[src/common/pss_defines.svh]
/*
 pfc switching sequencer constants: timing, clamp codes, register map.
 assumes a 200 MHz core clock.
*/
`ifndef PSS_DEFINES_SVH
`define PSS_DEFINES_SVH
// ----------------------------------------
// timing
// ----------------------------------------
`define PSS_CLK_MHZ 200
`define PSS_T_MINOFF_NS 4000
`define PSS_MINOFF_CYC 10'((`PSS_T_MINOFF_NS * `PSS_CLK_MHZ + 999) / 1000)
`define PSS_T_RESTART_US 200
`define PSS_RESTART_CYC (`PSS_T_RESTART_US * `PSS_CLK_MHZ)
`define PSS_T_TICK_MS 1
`define PSS_TICK_CYC (`PSS_T_TICK_MS * 1000 * `PSS_CLK_MHZ)
`define PSS_QUAL_TICKS 2'h3
`define PSS_T_ZCD_OFF_MS 10
`define PSS_ZCD_OFF_TICKS 5'(`PSS_T_ZCD_OFF_MS / `PSS_T_TICK_MS)
`define PSS_T_HOLD_MS 20
`define PSS_HOLD_TICKS 5'(`PSS_T_HOLD_MS / `PSS_T_TICK_MS)
// ----------------------------------------
// clamp codes: 0..5 = 1.2V..2.7V step 0.3V, 6 = 3.3V
// ----------------------------------------
`define PSS_CLAMP_MIN 3'h0
`define PSS_CLAMP_TOP 3'h5
`define PSS_CLAMP_NORM 3'h6
// ----------------------------------------
// registers (byte addresses) and fields
// ----------------------------------------
`define PSS_REG_CTRL 4'h0
`define PSS_REG_STAT 4'h4
`define PSS_CTRL_EN 0
`define PSS_CTRL_RST 1'b1
`define PSS_ST_GATE 0
`define PSS_ST_BURST 1
`define PSS_ST_HIREC 2
`define PSS_ST_RSDIS 3
`define PSS_ST_ZCDDIS 4
`define PSS_ST_HOLD 5
`define PSS_ST_FSM 11:8
`define PSS_ST_CLAMP 14:12
`endif

[src/common/pss_pkg.sv]
/*
 pfc switching sequencer types.
 assumes nothing beyond the defines header.
*/
package pss_pkg;
    // mode pins {a,b}
    typedef enum logic [1:0] {
        PSS_M_SEQ = 2'h0,
        PSS_M_AS = 2'h1,
        PSS_M_RAPID = 2'h2,
        PSS_M_STBY = 2'h3
    } pss_mode_t;
    typedef enum logic [3:0] {
        PSS_S_IDLE = 4'h1,
        PSS_S_QUAL = 4'h2,
        PSS_S_BURST = 4'h4,
        PSS_S_RUN = 4'h8
    } pss_state_t;
    // comparator flags as they travel through the synchroniser
    typedef struct packed {
        logic mode_a;
        logic mode_b;
        logic rail_low;
        logic rail_high;
        logic rms_ok;
        logic rms_high;
        logic zcd_low;
        logic ramp_err;
        logic ton_cap;
        logic oc;
        logic plim;
        logic line_present;
        logic line_sense;
    } pss_flags_t;
endpackage

[src/design/pss_sequencer.sv]
/*
 pfc switching sequencer: burst/normal gating, zero-current and restart
 triggering, min-off after overcurrent, stepped clamp, sag recovery.
 assumes comparator flags from analog, avalon-mm master for registers.
 // Function
 // active standby bursts between 240V and 260V
 // burst starts after three 1ms rms checks
 // active standby fixes clamp at 1.2V
 // sequence start-up mode switches continuously
 // zero-current detection sets gate on
 // ramp reaching error level turns gate off
 // 200us gate off triggers restart
 // overcurrent forces gate low 4us
 // min-off masks zcd, then pulses gate on
 // on-time capped by 3.0V reference
 // overcurrent drives gate low at once
 // power limit clamps at or below previous
 // six clamp steps 1.2V to 2.7V
 // clean cycle raises clamp one step
 // line loss samples rms for recovery type
 // restart timer off until line returns
 // zcd off 10ms after line loss
 // quick line-sense return keeps zcd on
 // error level held 20ms after loss
 // comparator flags pass two flip-flops
 // reset gives normal clamp, clear timers
*/
`timescale 1ns/1ps
`include "pss_defines.svh"
module pss_sequencer import pss_pkg::*; #(
    parameter int unsigned RESTART_CYC = `PSS_RESTART_CYC,
    parameter int unsigned TICK_CYC = `PSS_TICK_CYC
) (
    input wire logic core_clk_in,
    input wire logic rst_in,
    input wire logic [3:0] avs_address_in,
    input wire logic avs_read_in,
    input wire logic avs_write_in,
    input wire logic [31:0] avs_writedata_in,
    input wire logic [3:0] avs_byteenable_in,
    output logic [31:0] avs_readdata_out,
    output logic avs_waitrequest_out,
    input wire logic mode_select_a_in,
    input wire logic mode_select_b_in,
    input wire logic rail_low_in,
    input wire logic rail_high_in,
    input wire logic rms_ok_in,
    input wire logic rms_high_in,
    input wire logic zero_current_sense_in,
    input wire logic ramp_at_error_in,
    input wire logic ontime_cap_input_in,
    input wire logic overcurrent_in,
    input wire logic power_limit_threshold_in,
    input wire logic line_present_in,
    input wire logic line_sense_in,
    output logic boost_gate_out,
    output logic [2:0] clamp_level_out,
    output logic error_hold_out
);
// ----------------------------------------
// input synchroniser
// ----------------------------------------
pss_flags_t raw, s1_reg, f, p_reg;
assign raw = {mode_select_a_in, mode_select_b_in, rail_low_in, rail_high_in,
    rms_ok_in, rms_high_in, zero_current_sense_in, ramp_at_error_in,
    ontime_cap_input_in, overcurrent_in, power_limit_threshold_in,
    line_present_in, line_sense_in};
// two stages, then one more for edge detection
always_ff @(posedge core_clk_in or posedge rst_in) begin
    if (rst_in) begin
        s1_reg <= '0;
        f <= '0;
        p_reg <= '0;
    end else begin
        s1_reg <= raw;
        f <= s1_reg;
        p_reg <= f;
    end
end

wire zcd_edge = f.zcd_low & ~p_reg.zcd_low;
wire plim_edge = f.plim & ~p_reg.plim;
wire lp_fall = p_reg.line_present & ~f.line_present;
wire lp_rise = ~p_reg.line_present & f.line_present;
wire pss_mode_t mode = pss_mode_t'({f.mode_a, f.mode_b});
// ----------------------------------------
// 1ms tick divider
// ----------------------------------------
logic [17:0] tick_cnt_reg;
wire tick = tick_cnt_reg == 18'(TICK_CYC - 1);
always_ff @(posedge core_clk_in or posedge rst_in) begin
    if (rst_in) tick_cnt_reg <= '0;
    else tick_cnt_reg <= tick ? '0 : tick_cnt_reg + 18'h1;
end
// ----------------------------------------
// mode state machine
// ----------------------------------------
pss_state_t st_reg, st_next;
logic [1:0] qual_reg, qual_next;
wire qual_hit = tick & f.rms_ok & (qual_reg == `PSS_QUAL_TICKS - 2'h1);
always_comb begin
    st_next = st_reg;
    unique case (st_reg)
        PSS_S_IDLE: begin
            if (mode == PSS_M_AS) st_next = PSS_S_QUAL;
            else if (mode != PSS_M_STBY) st_next = PSS_S_RUN;
        end
        PSS_S_QUAL: begin
            if (mode == PSS_M_STBY) st_next = PSS_S_IDLE;
            else if (mode != PSS_M_AS) st_next = PSS_S_RUN;
            else if (qual_hit) st_next = PSS_S_BURST;
        end
        PSS_S_BURST: begin
            if (mode == PSS_M_STBY) st_next = PSS_S_IDLE;
            else if (mode != PSS_M_AS) st_next = PSS_S_RUN;
        end
        PSS_S_RUN: begin
            if (mode == PSS_M_STBY) st_next = PSS_S_IDLE;
            else if (mode == PSS_M_AS) st_next = PSS_S_QUAL;
        end
        default: st_next = PSS_S_IDLE;
    endcase
end
// consecutive passing checks; a failed check restarts the count
assign qual_next = (st_reg != PSS_S_QUAL) ? 2'h0 :
    (tick ? (f.rms_ok ? qual_reg + 2'h1 : 2'h0) : qual_reg);
always_ff @(posedge core_clk_in or posedge rst_in) begin
    if (rst_in) begin
        st_reg <= PSS_S_IDLE;
        qual_reg <= '0;
    end else begin
        st_reg <= st_next;
        qual_reg <= qual_next;
    end
end
// ----------------------------------------
// burst window and switching permission
// ----------------------------------------
logic burst_on_reg, ctrl_en_reg;
wire burst_on_next = (st_reg != PSS_S_BURST) ? 1'b0 :
    f.rail_low ? 1'b1 : f.rail_high ? 1'b0 : burst_on_reg;
wire allowed = ctrl_en_reg & ((st_reg == PSS_S_RUN) |
    ((st_reg == PSS_S_BURST) & burst_on_reg));
always_ff @(posedge core_clk_in or posedge rst_in) begin
    if (rst_in) burst_on_reg <= 1'b0;
    else burst_on_reg <= burst_on_next;
end
// ----------------------------------------
// sag recovery
// ----------------------------------------
logic hi_rec_reg, rs_dis_reg, zcd_dis_reg, hold_reg;
logic [4:0] zt_reg, ht_reg;
wire zt_clr = f.line_present | ~hi_rec_reg | f.line_sense;
wire [4:0] zt_next = zt_clr ? 5'h0 :
    (tick && zt_reg != `PSS_ZCD_OFF_TICKS) ? zt_reg + 5'h1 : zt_reg;
wire [4:0] ht_next = f.line_present ? 5'h0 :
    (tick && ht_reg != `PSS_HOLD_TICKS) ? ht_reg + 5'h1 : ht_reg;
always_ff @(posedge core_clk_in or posedge rst_in) begin
    if (rst_in) begin
        hi_rec_reg <= 1'b0;
        rs_dis_reg <= 1'b0;
        zcd_dis_reg <= 1'b0;
        hold_reg <= 1'b0;
        zt_reg <= '0;
        ht_reg <= '0;
    end else begin
        if (lp_fall) hi_rec_reg <= f.rms_high;
        if (lp_fall) rs_dis_reg <= 1'b1;
        else if (lp_rise) rs_dis_reg <= 1'b0;
        if (zt_reg == `PSS_ZCD_OFF_TICKS && !zt_clr) zcd_dis_reg <= 1'b1;
        else if (lp_rise) zcd_dis_reg <= 1'b0;
        hold_reg <= (ht_reg == `PSS_HOLD_TICKS) & ~f.line_present;
        zt_reg <= zt_next;
        ht_reg <= ht_next;
    end
end
// ----------------------------------------
// gate latch, min-off and restart timers
// ----------------------------------------
logic gate_reg;
logic [9:0] minoff_reg;
logic [17:0] rs_reg;
wire minoff_done = (minoff_reg == 10'h1) & ~f.oc;
wire rs_done = (rs_reg == 18'(RESTART_CYC - 1)) & (minoff_reg == 10'h0);
wire zcd_set = zcd_edge & ~zcd_dis_reg & (minoff_reg == 10'h0);
wire gate_off = f.oc | f.ramp_err | f.ton_cap | ~allowed;
wire gate_on = allowed & ~gate_reg & (zcd_set | rs_done | minoff_done);
wire on_pulse = gate_on & ~gate_off;
wire rs_hold = gate_reg | rs_dis_reg | ~allowed;
always_ff @(posedge core_clk_in or posedge rst_in) begin
    if (rst_in) begin
        gate_reg <= 1'b0;
        minoff_reg <= '0;
        rs_reg <= '0;
    end else begin
        gate_reg <= gate_off ? 1'b0 : (on_pulse | gate_reg);
        if (f.oc) minoff_reg <= `PSS_MINOFF_CYC;
        else if (minoff_reg != 10'h0) minoff_reg <= minoff_reg - 10'h1;
        if (rs_hold || on_pulse) rs_reg <= '0;
        // saturate, so a trigger held back by min-off still fires once it ends
        else if (rs_reg != 18'(RESTART_CYC - 1)) rs_reg <= rs_reg + 18'h1;
    end
end
assign boost_gate_out = gate_reg;
// ----------------------------------------
// error-level clamp selection
// ----------------------------------------
logic [2:0] sel_reg, clamp_reg;
logic pl_seen_reg;
wire as_mode = (st_reg == PSS_S_QUAL) | (st_reg == PSS_S_BURST);
always_ff @(posedge core_clk_in or posedge rst_in) begin
    if (rst_in) begin
        sel_reg <= `PSS_CLAMP_NORM;
        clamp_reg <= `PSS_CLAMP_NORM;
        pl_seen_reg <= 1'b0;
    end else begin
        if (plim_edge) begin
            // step down, never above the previous clamp
            if (sel_reg == `PSS_CLAMP_NORM) sel_reg <= `PSS_CLAMP_TOP;
            else if (sel_reg != `PSS_CLAMP_MIN) sel_reg <= sel_reg - 3'h1;
        end else if (on_pulse && !pl_seen_reg && sel_reg != `PSS_CLAMP_NORM) begin
            sel_reg <= (sel_reg == `PSS_CLAMP_TOP) ? `PSS_CLAMP_NORM : sel_reg + 3'h1;
        end
        // a detection in the gate-on cycle itself still counts
        if (plim_edge) pl_seen_reg <= 1'b1;
        else if (on_pulse) pl_seen_reg <= 1'b0;
        clamp_reg <= as_mode ? `PSS_CLAMP_MIN : sel_reg;
    end
end
assign clamp_level_out = clamp_reg;
assign error_hold_out = hold_reg;
// ----------------------------------------
// avalon-mm slave, one wait state
// ----------------------------------------
logic ack_reg;
logic [31:0] rdata_reg, stat_w;
wire req = avs_read_in | avs_write_in;
always_comb begin
    stat_w = '0;
    stat_w[`PSS_ST_GATE] = gate_reg;
    stat_w[`PSS_ST_BURST] = burst_on_reg;
    stat_w[`PSS_ST_HIREC] = hi_rec_reg;
    stat_w[`PSS_ST_RSDIS] = rs_dis_reg;
    stat_w[`PSS_ST_ZCDDIS] = zcd_dis_reg;
    stat_w[`PSS_ST_HOLD] = hold_reg;
    stat_w[`PSS_ST_FSM] = st_reg;
    stat_w[`PSS_ST_CLAMP] = clamp_reg;
end
wire [31:0] rd_mux = (avs_address_in == `PSS_REG_CTRL) ? {31'h0, ctrl_en_reg} :
    (avs_address_in == `PSS_REG_STAT) ? stat_w : 32'h0;
always_ff @(posedge core_clk_in or posedge rst_in) begin
    if (rst_in) begin
        ack_reg <= 1'b0;
        rdata_reg <= '0;
        ctrl_en_reg <= `PSS_CTRL_RST;
    end else begin
        ack_reg <= req & ~ack_reg;
        if (avs_read_in && !ack_reg) rdata_reg <= rd_mux;
        if (avs_write_in && ack_reg && avs_address_in == `PSS_REG_CTRL && avs_byteenable_in[0])
            ctrl_en_reg <= avs_writedata_in[`PSS_CTRL_EN];
    end
end
assign avs_waitrequest_out = req & ~ack_reg;
assign avs_readdata_out = rdata_reg;
endmodule // pss_sequencer

[config.mk]
export PLATFORM = sky130hd
export DESIGN_NAME = pss_sequencer
export DESIGN_NICKNAME = d
export VERILOG_FILES = /design/src/common/pss_pkg.sv /design/src/design/pss_sequencer.sv
export VERILOG_INCLUDE_DIRS = /design/src /design/src/common
export SDC_FILE = /design/constraint.sdc
export NUM_CORES = 1
export LEC_CHECK = 0
export BUFFER_PORTS_ARGS = -buffer_cell sky130_fd_sc_hd__buf_2
export CELL_PAD_IN_SITES_DETAIL_PLACEMENT = 0
export CELL_PAD_IN_SITES_GLOBAL_PLACEMENT = 2
export CORE_MARGIN = 2
export CORE_UTILIZATION = 36
export CTS_CLUSTER_DIAMETER = 50
export CTS_CLUSTER_SIZE = 12
export DETAILED_ROUTE_END_ITERATION = 6
export GPL_ROUTABILITY_DRIVEN = 0
export PLACE_DENSITY_LB_ADDON = 0.1
export SLEW_MARGIN = 10
export SYNTH_ARGS = -nofsm -noshare
export SYNTH_HDL_FRONTEND = slang
export SYNTH_SLANG_ARGS = --single-unit
[constraint.sdc]
create_clock -name core_clk_in -period 4.6 [get_ports core_clk_in]
set_clock_uncertainty 0.2 [all_clocks]
set_input_delay 0 -clock core_clk_in [delete_from_list [all_inputs] [get_ports core_clk_in]]
set_output_delay 0 -clock core_clk_in [all_outputs]
set_load 0.02 [all_outputs]
==> flow_metrics.env <==
export IMPL_hold_class="primary input to register"
export IMPL_met3_usage_pct=4.84
export IMPL_sw_frac_of_total_pct=24.5
export IMPL_async_flop_share_pct=100
export IMPL_cts_buffers=17
export IMPL_whs_ns=0.0258
export IMPL_yosys_top_cells_count="dfrtp_1 (113), nor2_1 (67), nand3_1 (29)"
export IMPL_port_buffers=41
export IMPL_core_area_mm2=0.0146
export IMPL_yosysSeqAreaShare_pct=55.5
export IMPL_grt_pass1_wl_mm=17.4
export IMPL_rows=44
export IMPL_fin_setup_tns_ns=0
export IMPL_dieArea_mm2=0.0159
export IMPL_wl_per_cell_um=13.6
export IMPL_slew_headroom_pct=33.2
export IMPL_cts_sinks=119
export IMPL_synth_area_top_cells="dfrtp_1 (53%), nor2_1 (4.7%), ha_1 (3.7%)"
export IMPL_finalNetCount=634
export IMPL_status="completed"
export IMPL_setup_ws_ns=2.07
export IMPL_final_max_slew_viol_count=0
export IMPL_cts_root_buffer="clkbuf_16"
export IMPL_max_slew_worst_pin_slew_ns=1.00
export IMPL_rsz0062_at_grt="no"
export IMPL_ir_worst_vdd_v=0.000267
export IMPL_switchingPower_mw=0.715
export IMPL_drt_wl_total_mm=10.3
export IMPL_gr_max_usage_layer="met2"
export IMPL_max_clock_path_buffers=2
export IMPL_dp_hpwl_mm=6.73
export IMPL_synth_cell_types=60
export IMPL_dieWidth_um=126
export IMPL_track_usage_pct=13.7
export IMPL_insertion_delay_ns=0.41
export IMPL_grt_max_degree=81
export IMPL_total_power_mw=2.91
export IMPL_start_kind="register"
export IMPL_grt_pass1_vias=3640
export IMPL_max_freq_ghz=0.395
export IMPL_fin_util_pct=44.7
export IMPL_initial_core_util_pct=36.9
export IMPL_cts_tree="yes"
export IMPL_syn_inst=490
export IMPL_cp_data_required_time_ns=4.69
export IMPL_dr_total_vias=3608
export IMPL_drc=0
export IMPL_syn_area_mm2=0.00538
export IMPL_power_sequential_fraction_pct=41.5
export IMPL_path_max_fanout=24
export IMPL_leakage_nw=2.92
export IMPL_cts_htree_levels=4
export IMPL_ys_seq_elements=119
export IMPL_p_clk_share_pct=47.6
export IMPL_drive_gt1_share_pct=18.0
export IMPL_fin_crit_ns=2.53
export IMPL_maxCapViolCount=0
export IMPL_synth_top_area_share_pct=52.6
export IMPL_ant_nets=0
export IMPL_diodes=0
export IMPL_postSynthAreaPerCell_um2=11.0
export IMPL_gr_usage_met1_pct=18.4
export IMPL_first_pass_iters=4
export IMPL_power_internal_mw=2.20
export IMPL_use_met2_pct=20.6
export IMPL_worstPathArrival_ns=2.62
export IMPL_grt_overflow=0
export IMPL_synth_ff_type="dfrtp_1"
export IMPL_grt_antenna_before_repair=0
export IMPL_yosys_area_top_type="dfrtp_1"
export IMPL_power_density_mw_per_mm2=446
export IMPL_finalSetupViolCount=0
export IMPL_synth_edff_count=0
export IMPL_synth_warnings=0
export IMPL_io_pins=95
export IMPL_yosys_cell_count_top_type="dfrtp_1"
export IMPL_clk_pin_slew_ns=0.05
export IMPL_final_hold_viol_count=0
export IMPL_path_class="register to register"
export IMPL_period_share_pct=55.1
export IMPL_place_ws_ns=2.04
export IMPL_fp_dieH_um=126
export IMPL_drtIter0Drc=159
export IMPL_worst_setup_path_end_kind="register"
export IMPL_combPwrFrac_pct=10.9
export IMPL_syn_to_final_growth_pct=21.4
export IMPL_via_per_inst=4.77
## per-stage QoR
step	instance area, µm²	cells
2_1_floorplan	5440	508
3_5_place_dp	5690	705
3_3_place_gp	5690	705
4_1_cts	6530	757
6_report	6530	757
5_1_grt	6530	757
## power groups by stage
stage	Clock (mW)	Combinational, mW	Sequential [mW]
floorplan	0	0.254	1.21
global placement	0	0.303	1.23
detailed placement	0	0.306	1.23
CTS	1.42	0.321	1.21
global route	1.47	0.359	1.22
finish	1.39	0.317	1.21
## what timing repair did
item | CTS | global route
resized for setup | 0 | 0
endpoints found under the hold margin | 90 | 0
hold buffers | 21 | 0
setup buffers | 0 | 0
## critical path, stage by stage (launching register included)
cell and delay [ns]:
dfrtp_1 0.38, ha_1 0.21, nand3_2 0.13, nor2_1 0.17
and4_1 0.78, and2_1 0.29, mux2i_1 0.19, nor2_1 0.05
## routing by layer
layer / vias up / part of all wire [%]
met5: - / 0
met4: 0 / 1.0
met3: 10 / 4.7
met2: 63 / 44
met1: 1738 / 50
li1: 1797 / -
## cells by family (layout without fill, tap and decap cells)
| logic type | Yosys count | in the layout | synth area share (%) |
|---|---|---|---|
| AO/OA/AOI/OAI | 57 | 57 | 7.40 |
| XOR/XNOR | 41 | 41 | 6.68 |
| adder cells (fa/ha/maj) | 16 | 16 | 3.72 |
| buffers and inverters | 47 | 112 | 5.07 |
| flip-flops | 119 | 119 | 55.5 |
| multiplexers | 6 | 6 | 1.19 |
| other | 1 | 19 | 0.0697 |
| AND/OR/NAND/NOR | 203 | 203 | 20.3 |
## worst paths after layout
check	startpoint	endpoint	slack [ns]	depth (start not counted)
worst max-delay path	tick_cnt_reg[0]	ht_reg[1]	2.07	7
worst min-delay path	line_sense_in	s1_reg[0]	0.03	2
worst max register to register	tick_cnt_reg[0]	ht_reg[1]	2.07	7
worst min register to register	s1_reg[9]	f[9]	0.14	0
max in group asynchronous	rst_in	st_reg[0]	2.95	4
min in group asynchronous	rst_in	s1_reg[5]	0.17	3
## area by class of cell
| class | count | area, µm² |
|---|---|---|
| fillers | 1365 | 8060 |
| repair buffers | 64 | 430 |
| flip-flops and latches | 119 | 2990 |
| well taps | 184 | 230 |
| clock inverters | 7 | 115 |
| inverters | 17 | 66.3 |
| clock buffers | 24 | 512 |
| multi-input cells | 342 | 2190 |
## layout by cell type (no fill, tap or decap), types with 4 or more instances in the layout
cell             n
a21oi_1         14
a22o_1          12
and3_1           7
buf_2           41
clkbuf_16       17
clkbuf_8         6
conb_1          19
dfrtp_1        113
dfstp_2          6
dlygate4sd3_1   21
ha_1            16
inv_1           16
nand2_1         23
nand2b_1        10
nand3_1         29
nand3b_1         6
nand4_1         12
nor2_1          67
nor3_1          13
nor4_1           4
o21ai_0         10
xnor2_1         19
xor2_1          22
Power figures use the tool's default switching activity.
